===== src/core/port6_pkg.sv =====
// package: register indices, reset values and field positions for port 6
package port6_pkg;
  localparam int unsigned PORT_WIDTH = 8;
  localparam int unsigned ADDR_WIDTH = 4;
  // register indices on the plain register port
  localparam logic [3:0] ADDR_OUTPUT_LATCH = 4'h0;
  localparam logic [3:0] ADDR_DIRECTION    = 4'h1;
  localparam logic [3:0] ADDR_PULLUP_EN    = 4'h2;
  localparam logic [3:0] ADDR_TIMER_CTRL   = 4'h3;
  localparam logic [3:0] ADDR_STATUS       = 4'h4;
  // reset values
  localparam logic [7:0] RESET_OUTPUT_LATCH = 8'h00;
  localparam logic [7:0] RESET_DIRECTION    = 8'h00;
  localparam logic [7:0] RESET_PULLUP_EN    = 8'h00;
  localparam logic       RESET_TIMER_OUT_A  = 1'b0;
  // field positions
  localparam int unsigned BIT_TIMER_OUT_A   = 0;
  localparam int unsigned PIN_TIMER_OUT_A   = 1;
  localparam int unsigned PIN_CLOCK_IN      = 0;
  localparam int unsigned PIN_CAPTURE_A     = 2;
  localparam int unsigned PIN_CAPTURE_B     = 3;
  localparam int unsigned BIT_STAT_STANDBY  = 0;
  localparam int unsigned BIT_STAT_HW_STBY  = 1;
  localparam logic [7:0]  READ_UNMAPPED     = 8'h00;
endpackage


===== src/core/port6_pin_cell.sv =====
// one port 6 pin: function select, pull-up gating and read-back select
`timescale 1ns/1ns
module port6_pin_cell (
  // configuration
  input  wire logic latchBit,
  input  wire logic dirBit,
  input  wire logic pullEnBit,
  input  wire logic altOutEn,
  input  wire logic altOutVal,
  input  wire logic forceOff,
  // pin
  input  wire logic pinIn,
  output logic      pinOut,
  output logic      pinOe,
  output logic      pullOn,
  // read-back
  output logic      readBit
);
  always_comb begin
    if (altOutEn) begin
      pinOut = altOutVal;
      pinOe  = 1'b1;
    end else begin
      pinOut = latchBit;
      pinOe  = dirBit;
    end
  end

  // pull-up only with the direction bit clear and its enable set, never while held
  always_comb begin
    pullOn = pullEnBit & ~dirBit & ~forceOff;
  end

  always_comb begin
    readBit = dirBit ? latchBit : pinIn;
  end
endmodule


===== src/core/port6_pin_select_and_pullups.sv =====
// port 6 pin-function selection and per-pin programmable input pull-ups
//
// Contract
// - each port 6 pin has switchable pull-up
// - pull-up on only when enabled and direction bit clear
// - reset, hardware standby clear pull-up enables
// - pull-ups held off in reset, hardware standby
// - software standby keeps pull-up settings unchanged
// - pin 1 drives compare out A when enabled
// - read: latch if output, pin if input
// - pull-up enable register 8-bit, read/write, zero
//
// Chosen here: the strobed register port and the register addresses.
`timescale 1ns/1ns
module port6_pin_select_and_pullups
  import port6_pkg::*;
#(
  parameter int unsigned WIDTH = PORT_WIDTH
) (
  // clock and reset
  input  wire logic                  clk,
  input  wire logic                  rstn,
  // standby modes
  input  wire logic                  hwStandby,
  input  wire logic                  swStandby,
  // register port
  input  wire logic [ADDR_WIDTH-1:0] regAddr,
  input  wire logic [7:0]            regWdata,
  input  wire logic                  regWrite,
  input  wire logic                  regRead,
  output logic      [7:0]            regRdata,
  // free-running timer
  input  wire logic                  timerCompareOutA,
  output logic                       timerCaptureInA,
  output logic                       timerCaptureInB,
  output logic                       timerExtClockIn,
  // key-sense
  output logic      [WIDTH-1:0]      keySenseInput,
  // pins
  input  wire logic [WIDTH-1:0]      pinIn,
  output logic      [WIDTH-1:0]      pinOut,
  output logic      [WIDTH-1:0]      pinOe,
  output logic      [WIDTH-1:0]      pullupOn
);

  // ****************************************************************
  // parameter check
  // ****************************************************************
  if (WIDTH != 8) begin : gWidthCheck
    $error("port width must be 8");
  end

  // ****************************************************************
  // registers
  // ****************************************************************
  logic [WIDTH-1:0] outputLatch_q;
  logic [WIDTH-1:0] directionBits_q;
  logic [WIDTH-1:0] pullupEnableReg_q;
  logic             timerOutAEnable_q;
  logic             clearAll;
  logic             wrAllowed;
  logic [WIDTH-1:0] readBack;

  // hardware standby acts as a reset on every software-visible register
  assign clearAll  = ~rstn | hwStandby;
  // software standby freezes the core, so no write can land there
  assign wrAllowed = regWrite & ~swStandby;

  always_ff @(posedge clk) begin
    if (clearAll) begin
      pullupEnableReg_q <= RESET_PULLUP_EN;
    end else if (wrAllowed && regAddr == ADDR_PULLUP_EN) begin
      pullupEnableReg_q <= regWdata;
    end
  end

  always_ff @(posedge clk) begin
    if (clearAll) begin
      directionBits_q <= RESET_DIRECTION;
    end else if (wrAllowed && regAddr == ADDR_DIRECTION) begin
      directionBits_q <= regWdata;
    end
  end

  always_ff @(posedge clk) begin
    if (clearAll) begin
      outputLatch_q <= RESET_OUTPUT_LATCH;
    end else if (wrAllowed && regAddr == ADDR_OUTPUT_LATCH) begin
      outputLatch_q <= regWdata;
    end
  end

  always_ff @(posedge clk) begin
    if (clearAll) begin
      timerOutAEnable_q <= RESET_TIMER_OUT_A;
    end else if (wrAllowed && regAddr == ADDR_TIMER_CTRL) begin
      timerOutAEnable_q <= regWdata[BIT_TIMER_OUT_A];
    end
  end

  // ****************************************************************
  // per-pin cells
  // ****************************************************************
  for (genvar i = 0; i < WIDTH; i++) begin : gPin
    port6_pin_cell uCell (
      .latchBit  (outputLatch_q[i]),
      .dirBit    (directionBits_q[i]),
      .pullEnBit (pullupEnableReg_q[i]),
      .altOutEn  ((i == PIN_TIMER_OUT_A) ? timerOutAEnable_q : 1'b0),
      .altOutVal (timerCompareOutA),
      .forceOff  (clearAll),
      .pinIn     (pinIn[i]),
      .pinOut    (pinOut[i]),
      .pinOe     (pinOe[i]),
      .pullOn    (pullupOn[i]),
      .readBit   (readBack[i])
    );
  end

  // ****************************************************************
  // peripheral inputs take the pin level in either direction
  // ****************************************************************
  assign timerCaptureInA = pinIn[PIN_CAPTURE_A];
  assign timerCaptureInB = pinIn[PIN_CAPTURE_B];
  assign timerExtClockIn = pinIn[PIN_CLOCK_IN];
  assign keySenseInput   = pinIn;

  // ****************************************************************
  // read data, one cycle after the strobe
  // ****************************************************************
  always_ff @(posedge clk) begin
    if (!rstn) begin
      regRdata <= 8'h00;
    end else if (regRead) begin
      case (regAddr)
        ADDR_OUTPUT_LATCH: regRdata <= readBack;
        ADDR_DIRECTION:    regRdata <= directionBits_q;
        ADDR_PULLUP_EN:    regRdata <= pullupEnableReg_q;
        ADDR_TIMER_CTRL:   regRdata <= {7'h00, timerOutAEnable_q};
        ADDR_STATUS: begin
          regRdata                   <= 8'h00;
          regRdata[BIT_STAT_STANDBY] <= swStandby;
          regRdata[BIT_STAT_HW_STBY] <= hwStandby;
        end
        default:           regRdata <= READ_UNMAPPED;
      endcase
    end else begin
      regRdata <= 8'h00;
    end
  end

endmodule


===== config.mk =====
export PLATFORM = sky130hd
export DESIGN_NAME = port6_pin_select_and_pullups
export DESIGN_NICKNAME = d
export VERILOG_FILES = /design/src/core/port6_pkg.sv /design/src/core/port6_pin_cell.sv /design/src/core/port6_pin_select_and_pullups.sv
export SDC_FILE = /design/constraint.sdc
export NUM_CORES = 1
export LEC_CHECK = 0
export ABC_AREA = 1
export BUFFER_PORTS_ARGS = -buffer_cell sky130_fd_sc_hd__buf_4
export CAP_MARGIN = 15
export CORE_ASPECT_RATIO = 2
export CORE_MARGIN = 3
export CORE_UTILIZATION = 48
export DETAILED_ROUTE_END_ITERATION = 10
export PLACE_DENSITY = 0.91
export SLEW_MARGIN = 20
export SYNTH_ARGS = -nofsm -noshare
export SYNTH_HDL_FRONTEND = slang
export SYNTH_SLANG_ARGS = --single-unit

===== constraint.sdc =====
create_clock -name clk -period 1.2 [get_ports clk]
set_input_delay 0.12 -clock clk [delete_from_list [all_inputs] [get_ports clk]]
set_output_delay 0.12 -clock clk [all_outputs]
set_load 0.02 [all_outputs]

==> results of run 1 <==
[routing by layer]
layer / vias to the layer above / part of all wire [%]
met1: 757 / 36
met4: 0 / 2.9
met3: 12 / 6.9
met2: 76 / 55
li1: 851 / -
met5: - / 0
[worst min-delay path, delay by kind of cell]
kind | cells | cell delay (ns)
and+or+nand+nor | 2 | 0.12
buffers and inverters | 1 | 0.09
[Yosys cell counts]
master     n  area share (%)
nor2_4     4             2.5
o21ai_0   29             8.2
nor2_1    39             8.2
nand3_1   14             3.9
inv_1     25             5.3
clkbuf_1   2            0.42
buf_2      1            0.28
nand3_4    1            0.99
nand2_1   24             5.1
nor3_1     9             2.5
nand4_1    1            0.35
buf_4     35              15
nand2_2    1            0.35
a21oi_1   24             6.8
buf_6      2             1.3
o21ai_1    2            0.56
dfxtp_1   33              37
inv_2      3            0.63
nand3_2    1            0.56
[worst paths after layout]
path | start | slack (ns) | to
hold reg to reg | pullupEnableReg_q[7] | 0.48 | pullupEnableReg_q[7]
hold / removal | regWdata[7] | 0.08 | outputLatch_q[7]
setup / recovery | pullupEnableReg_q[5] | 0.04 | pullupOn[5]
setup reg to reg | directionBits_q[2] | 0.26 | regRdata[2]
[logic make-up (layout without fill, tap and decap cells)]
| family | after synthesis | after routing |
|---|---|---|
| buffers and inverters | 68 | 112 |
| and+or+nand+nor | 94 | 94 |
| DFF | 33 | 33 |
| AOI/OAI and AO/OA | 55 | 55 |
[power groups by stage]
stage	combinational (mW)	sequential [mW]	clock [mW]
6_report	0.280	1.11	0.914
5_1_grt	0.305	1.10	0.995
4_1_cts	0.279	1.10	0.922
3_5_place_dp	0.279	1.13	0
3_3_place_gp	0.274	1.13	0
2_1_floorplan	0.148	1.13	0
[cell type report]
cell class	instances	area, um^2	area share [%]
tap	48	60.06	2.691
clock buffer	7	96.34	4.316
inverter	28	105.1	4.709
multi-input combinational	149	732.0	32.79
clock inverter	1	5.005	0.2242
sequential	33	663.1	29.71
timing repair buffer	76	570.5	25.56
[timing repair]
item                                    CTS  global route
endpoints found under the setup margin    0             4
gates resized for setup                   0             6
hold endpoints to repair                  0             0
[metrics by stage]
step / utilization (%) / total power [mW] / setup TNS, ns / instance area, um^2 / worst slack [ns]
global placement: 60.39 / 1.403 / 0 / 2108 / 0.05314
detailed placement: 60.39 / 1.408 / -0.01513 / 2108 / -0.01513
global route: 63.94 / 2.405 / -0.01893 / 2232 / -0.01481
floorplan: - / 1.279 / 0 / 1775 / 0.2441
finish: 63.94 / 2.299 / 0 / 2232 / 0.03548
CTS: 63.30 / 2.306 / 0 / 2210 / 0.01208
[registers in the layout (all words and copies together), names as in the netlist]
name,cells
directionBits_q,8
outputLatch_q,8
pullupEnableReg_q,8
regRdata,8
timerOutAEnable_q,1
==> reports/qor.yml, run 1 <==
outcome:
  status: "finished clean"
critical_path:
  critical_path_class: "reg -> out"
  cp_slowest_cell: "dfxtp_1"
  crit_chain: "inv_1, nor3_2, buf_4"
  cp-start-kind: "register"
  path_delay_family: "flip-flops"
  cp-end-kind: "output pin"
  critPathMaxStageDelay_ns: 0.35
  reg2regPathDepth: 4
  path_buf_inv: 2
  cp.depth: 3
  required_ns: 1.08
  critical_path.max_fanout: 2
  worstPathArrival_ns: 1.04
global_route:
  antenna_found_initial: 0
  grt_pass1_vias: 1666
  use_met2_pct: 38.18
  met1_usage_pct: 20.69
  grt.total_usage_pct: 21.38
  globalRouteMet3Util_pct: 6.504
  busiest_layer: "met2"
  grt_pass1_wl_um: 7403
  grt_max_degree: 26
  grt_overflow: 0
power:
  power_frac_clock_pct: 39.8
  leakagePower_nw: 0.9900
  p_int_mw: 1.742
  peakVddDrop_mv: 0.9552
  switching_share_pct: 24.26
  pwr-share-comb_pct: 12.2
  pwr_density_cell_nw_per_um2: 1030
  switchingPower_mw: 0.5577
  p_seq_share_pct: 48.1
sta:
  finalCritPeriodShare_pct: 97.04
  finalHoldViolCount: 0
  layout_min_cycle_time_ns: 1.165
  slew_headroom_pct: 72.96
  fmax_ghz: 0.8587
  tightestPinTransition_ns: 0.4047
  drv_slew: 0
  skew_ns: 0.003135
  setup_viol: 0
  whs_ns: 0.07701
min_path:
  hold_path.class: "in -> reg"
  hold_depth: 3
cells_and_area:
  n_antenna_cell: 0
  area_growth_pct: 25.72
  final_common_cell: "buf_4"
  fillers: 319
  final_cell_mix: "76 x buf_4, 39 x nor2_1, 31 x dfxtp_1"
  drive_gt1_share_pct: 34.01
  nets: 320
  finalNonFillerCells: 342
synth:
  synth_top_family_by_area: "simple AND/OR/NAND/NOR gates"
  syn_area_um2: 1775
  ys_warn_count: 0
  synth_fa_ha_area_share_pct: 0
  synth_compound_area_share_pct: 15.50
  syn-num-nets: 277
  synthSimpleGateAreaFrac_pct: 24.59
  synthCells: 250
  synth.ff_latch_count: 33
  synth_seq_area_share_pct: 37.21
  ys_types: 19
  synthMuxAreaShare_pct: 0
  synth_xor_area_share_pct: 0
  syn_area_per_cell_um2: 7.102
die:
  core_area_um2: 3491
  dieWidth_um: 49.01
  rows: 30
  dieArea_um2: 4509
  io_pins: 70
  start_util_pct: 50.86
  fp.dieH_um: 92.01
clock_network:
  cts_tree: "yes"
  clk_latency_ns: 0.29
  ctsHtreeMaxLevel: 2
  cts_sinks: 33
  postCtsSetupBuffers: 0
  clk_pin_slew_ns: 0.07
  cts_buffer_depth: 2
  cts_buffers: 5
  cts-root-buf: "clkbuf_8"
  cts_hold_buf: 0
routing:
  drt_pass1_iterations: 4
  wl_um: 4486
  drcViolationCount: 0
  routed-via-count: 1696
  viasPerCell: 4.959
  drt-wirelength-per-cell_um: 13.12
  drt-initial-drc-count: 58
  antenna_left: 0
place:
  placement.io_buffers: 69
  dpl.cell_count: 334
  gp_congestion: 0.8063
  dpl.hpwl_um: 3350
job:
  max_cap_violations: 0
Note: power is estimated with default switching activity, not from simulation.
==> run 2, diff against run 1 <==
Settings changed: ABC_AREA 1 to 0, CORE_ASPECT_RATIO 2 to 0.75, CORE_UTILIZATION 48 to 49.
==> run 2 against run 1 <==
Compared with the run above: the run now ends with setup timing left; die area grew 4.8%; clock power grew 18%; routed wire length grew 16%; count of clock-buffer cells in the layout is the same; largest power group unchanged; combinational power grew 25%; sequential cell count is the same; via count grew 7.7%; power grew 10%; core utilization grew 1.9 points; largest cell class unchanged; register-to-register slack lost 0.18 ns; setup slack lost 0.066 ns; synthesized area grew 8.5%.
==> reports/qor.yml, run 2 <==
sta:
  slew_headroom_pct: 77.56  # was 72.96%
  finalHoldViolCount: 0  # unchanged
  fmax_ghz: 0.8128  # was 0.8587 GHz
  drv_slew: 0  # unchanged
  finalCritPeriodShare_pct: 102.5  # was 97.04%
  tightestPinTransition_ns: 0.3366  # was 0.4047 ns
  final.setup.tns_ns: -0.03078  # was 0 ns
  fin_ws_ns: -0.03028  # was 0.03548 ns
  rsz0062_at_grt: "yes"
  skew_ns: 0.006594  # was 0.003135 ns
  layout_min_cycle_time_ns: 1.230  # was 1.165 ns
  setup_viol: 2  # was 0
synth:
  synth.largest_area_cell: "dfxtp_1"  # unchanged
  synth_top_flop_cell: "dfxtp_1"  # unchanged
  synthCells: 228  # was 250
  synth_top_area_share_pct: 34.31  # was 37.21%
  synth_most_common_cell: "buf_4"  # was nor2_1
  ys_types: 37  # was 19
  ys_async_sr_fraction_pct: 0  # unchanged
  syn_area_per_cell_um2: 8.446  # was 7.102 um^2
  synthSimpleGateAreaFrac_pct: 22.94  # was 24.59%
  synth-edff-count: 0  # unchanged
  synth.ff_latch_count: 33  # unchanged
  ys_warn_count: 0  # unchanged
  synth_fa_ha_area_share_pct: 0  # unchanged
  netlist_top_cells_count: "35 x buf_4, 33 x dfxtp_1, 30 x a21oi_1"  # was 39 x nor2_1, 35 x buf_4, 33 x dfxtp_1
  synthMuxAreaShare_pct: 2.339  # was 0%
  syn-num-nets: 255  # was 277
  synth_top_family_by_area: "simple AND/OR/NAND/NOR gates"  # unchanged
  synth_compound_area_share_pct: 19.82  # was 15.50%
  synth_xor_area_share_pct: 0  # unchanged
  synth_seq_area_share_pct: 34.31  # was 37.21%
  syn_area_um2: 1926  # was 1775 um^2
  synth_area_leaders: "dfxtp_1 34%, buf_4 14%, a21oi_1 7.8%"  # was dfxtp_1 37%, buf_4 15%, nor2_1 8.2%
global_route:
  grt_pass1_wl_um: 8273  # was 7403 um
  grt_pass1_vias: 1749  # was 1666
  grt_max_degree: 26  # unchanged
  antenna_found_initial: 0  # unchanged
  grt_overflow: 0  # unchanged
  grt.total_usage_pct: 22.35  # was 21.38%
die:
  dieWidth_um: 78.39  # was 49.01 um
  start_util_pct: 51.92  # was 50.86%
  io_pins: 70  # unchanged
  fp.dieH_um: 60.29  # was 92.01 um
  core_area_um2: 3709  # was 3491 um^2
  dieArea_um2: 4726  # was 4509 um^2
  rows: 19  # was 30
clock_network:
  postCtsSetupBuffers: 0  # unchanged
  clk_pin_slew_ns: 0.07  # about the same
  cts_buffer_depth: 2  # unchanged
  cts_sinks: 33  # unchanged
  cts_hold_buf: 0  # unchanged
  ctsHtreeMaxLevel: 2  # unchanged
  cts_buffers: 5  # unchanged
  cts-root-buf: "clkbuf_8"  # unchanged
  clk_latency_ns: 0.29  # about the same
  cts_tree: "yes"  # unchanged
routing:
  drt_pass1_iterations: 4  # unchanged
  routed-via-count: 1826  # was 1696
  viasPerCell: 5.601  # was 4.959
  drt-wirelength-per-cell_um: 16.03  # was 13.12 um
  drcViolationCount: 0  # unchanged
  wl_um: 5225  # was 4486 um
  drt-initial-drc-count: 123  # was 58
  antenna_left: 0  # unchanged
place:
  dpl.cell_count: 320  # was 334
  gp_congestion: 0.8468  # was 0.8063
  dpl.hpwl_um: 3606  # was 3350 um
  pre_cts_slack_ns: -0.1492  # was -0.01513 ns
  placement.io_buffers: 69  # unchanged
  dpl-instance-area_um2: 2297  # was 2108 um^2
critical_path:
  reg2reg_slack_ns: 0.08  # was 0.26 ns
  required_ns: 1.08  # about the same
  reg2regPathDepth: 3  # was 4
  worstPathArrival_ns: 1.11  # was 1.04 ns
  cp-start-kind: "register"  # unchanged
  critical_path_class: "reg -> out"  # unchanged
  cp-end-kind: "output pin"  # unchanged
  critical_path.max_fanout: 4  # was 2
  r2r-end: "regRdata[0]"  # was regRdata[2]
  timing.rr.start: "directionBits_q[0]"  # was directionBits_q[2]
  startpoint: "timerOutAEnable_q"  # was pullupEnableReg_q[5]
  crit_end: "pinOut[1]"  # was pullupOn[5]
cells_and_area:
  n_antenna_cell: 0  # unchanged
  drive_gt1_share_pct: 41.97  # was 34.01%
  area_growth_pct: 26.90  # was 25.72%
  finalNonFillerCells: 326  # was 342
  final_cell_mix: "87 x buf_4, 30 x a21oi_1, 28 x dfxtp_1"  # was 76 x buf_4, 39 x nor2_1, 31 x dfxtp_1
  final_util_pct: 65.89  # was 63.94%
  final_common_cell: "buf_4"  # unchanged
  final_area_um2: 2444  # was 2232 um^2
  nets: 300  # was 320
power:
  peakVddDrop_mv: 0.6014  # was 0.9552 mV
  leakagePower_nw: 0.9632  # was 0.9900 nW
  pwr_density_cell_nw_per_um2: 1036  # was 1030 nW/um^2
outcome:
  status: "finished, violations left"  # was finished clean
  violations: "setup timing"
min_path:
  hold_path.class: "in -> reg"  # unchanged
job:
  max_cap_violations: 0  # unchanged
## run 2: changes by cell type after synthesis, moves of 5 or more
cell,change
o21ai_0,-25
nand2_1,-17
nand3_1,+11
a21oi_1,+6
nor2_1,-37
o21ai_1,+23
nor3b_1,+10
inv_1,-25
buf_6,+5
clkbuf_1,+5
nor3_1,-9
## run 2: report_power, final
group          leakage [nW]  internal (mW)  switching [mW]
combinational         0.636          0.161           0.190
clock                0.0585          0.677           0.405
sequential            0.269           1.10         0.00263
## run 2: logic make-up (layout without fill, tap and decap cells)
family / Yosys count / count (layout)
multiplexers: 4 / 4
buffers and inverters: 52 / 98
AND/OR/NAND/NOR: 69 / 69
AO/OA/AOI/OAI: 70 / 70
flip-flops: 33 / 33
## run 2: area by class of cell
type                       instances  area (um^2)
clock inverter                     1        30.03
multi-input combinational        143        897.1
sequential                        33        669.4
clock buffer                       7        86.33
fill                             337         1265
tap                               52        65.06
timing repair buffer              90        695.7
## run 2: worst min-delay path by stage
stage                 from              endpoint  slack [ns]  depth (start not counted)
2_1_floorplan  regWdata[0]    directionBits_q[0]        0.27                          2
3_3_place_gp   regWdata[1]    directionBits_q[1]        0.40                          3
3_5_place_dp   regWdata[4]  pullupEnableReg_q[4]        0.41                          3
5_1_grt        regWdata[1]    directionBits_q[1]        0.10                          3
6_report       regWdata[2]    directionBits_q[2]        0.11                          3
4_1_cts        regWdata[6]  pullupEnableReg_q[6]        0.11                          3
## run 2: through the flow
step	total power, mW	hold WS (ns)
after CTS	2.538	0.1054
after floorplan	1.320	0.2677
after global placement	1.460	0.4028
after detailed placement	1.466	0.4092
after global routing	2.620	0.1044
final	2.532	0.1053
## run 2: routing by layer
metal / vias up / wire length (um) / GRT usage [%]
li1: 874 / - / -
met1: 835 / 2118 / 26.84
met2: 105 / 2480 / 37.93
met3: 12 / 513 / 7.380
met4: 0 / 112 / 7.980
met5: - / 0 / 0
## run 2: worst max-delay path: stages (launching register included)
cell and delay [ns]:
dfxtp_4 0.38, mux2_4 0.31, buf_6 0.13
## run 2: what timing repair did
action,in CTS,in global routing
pin swaps,0,2
endpoints found under the hold margin,0,0
resized for setup,8,6
endpoints found under the setup margin,4,8
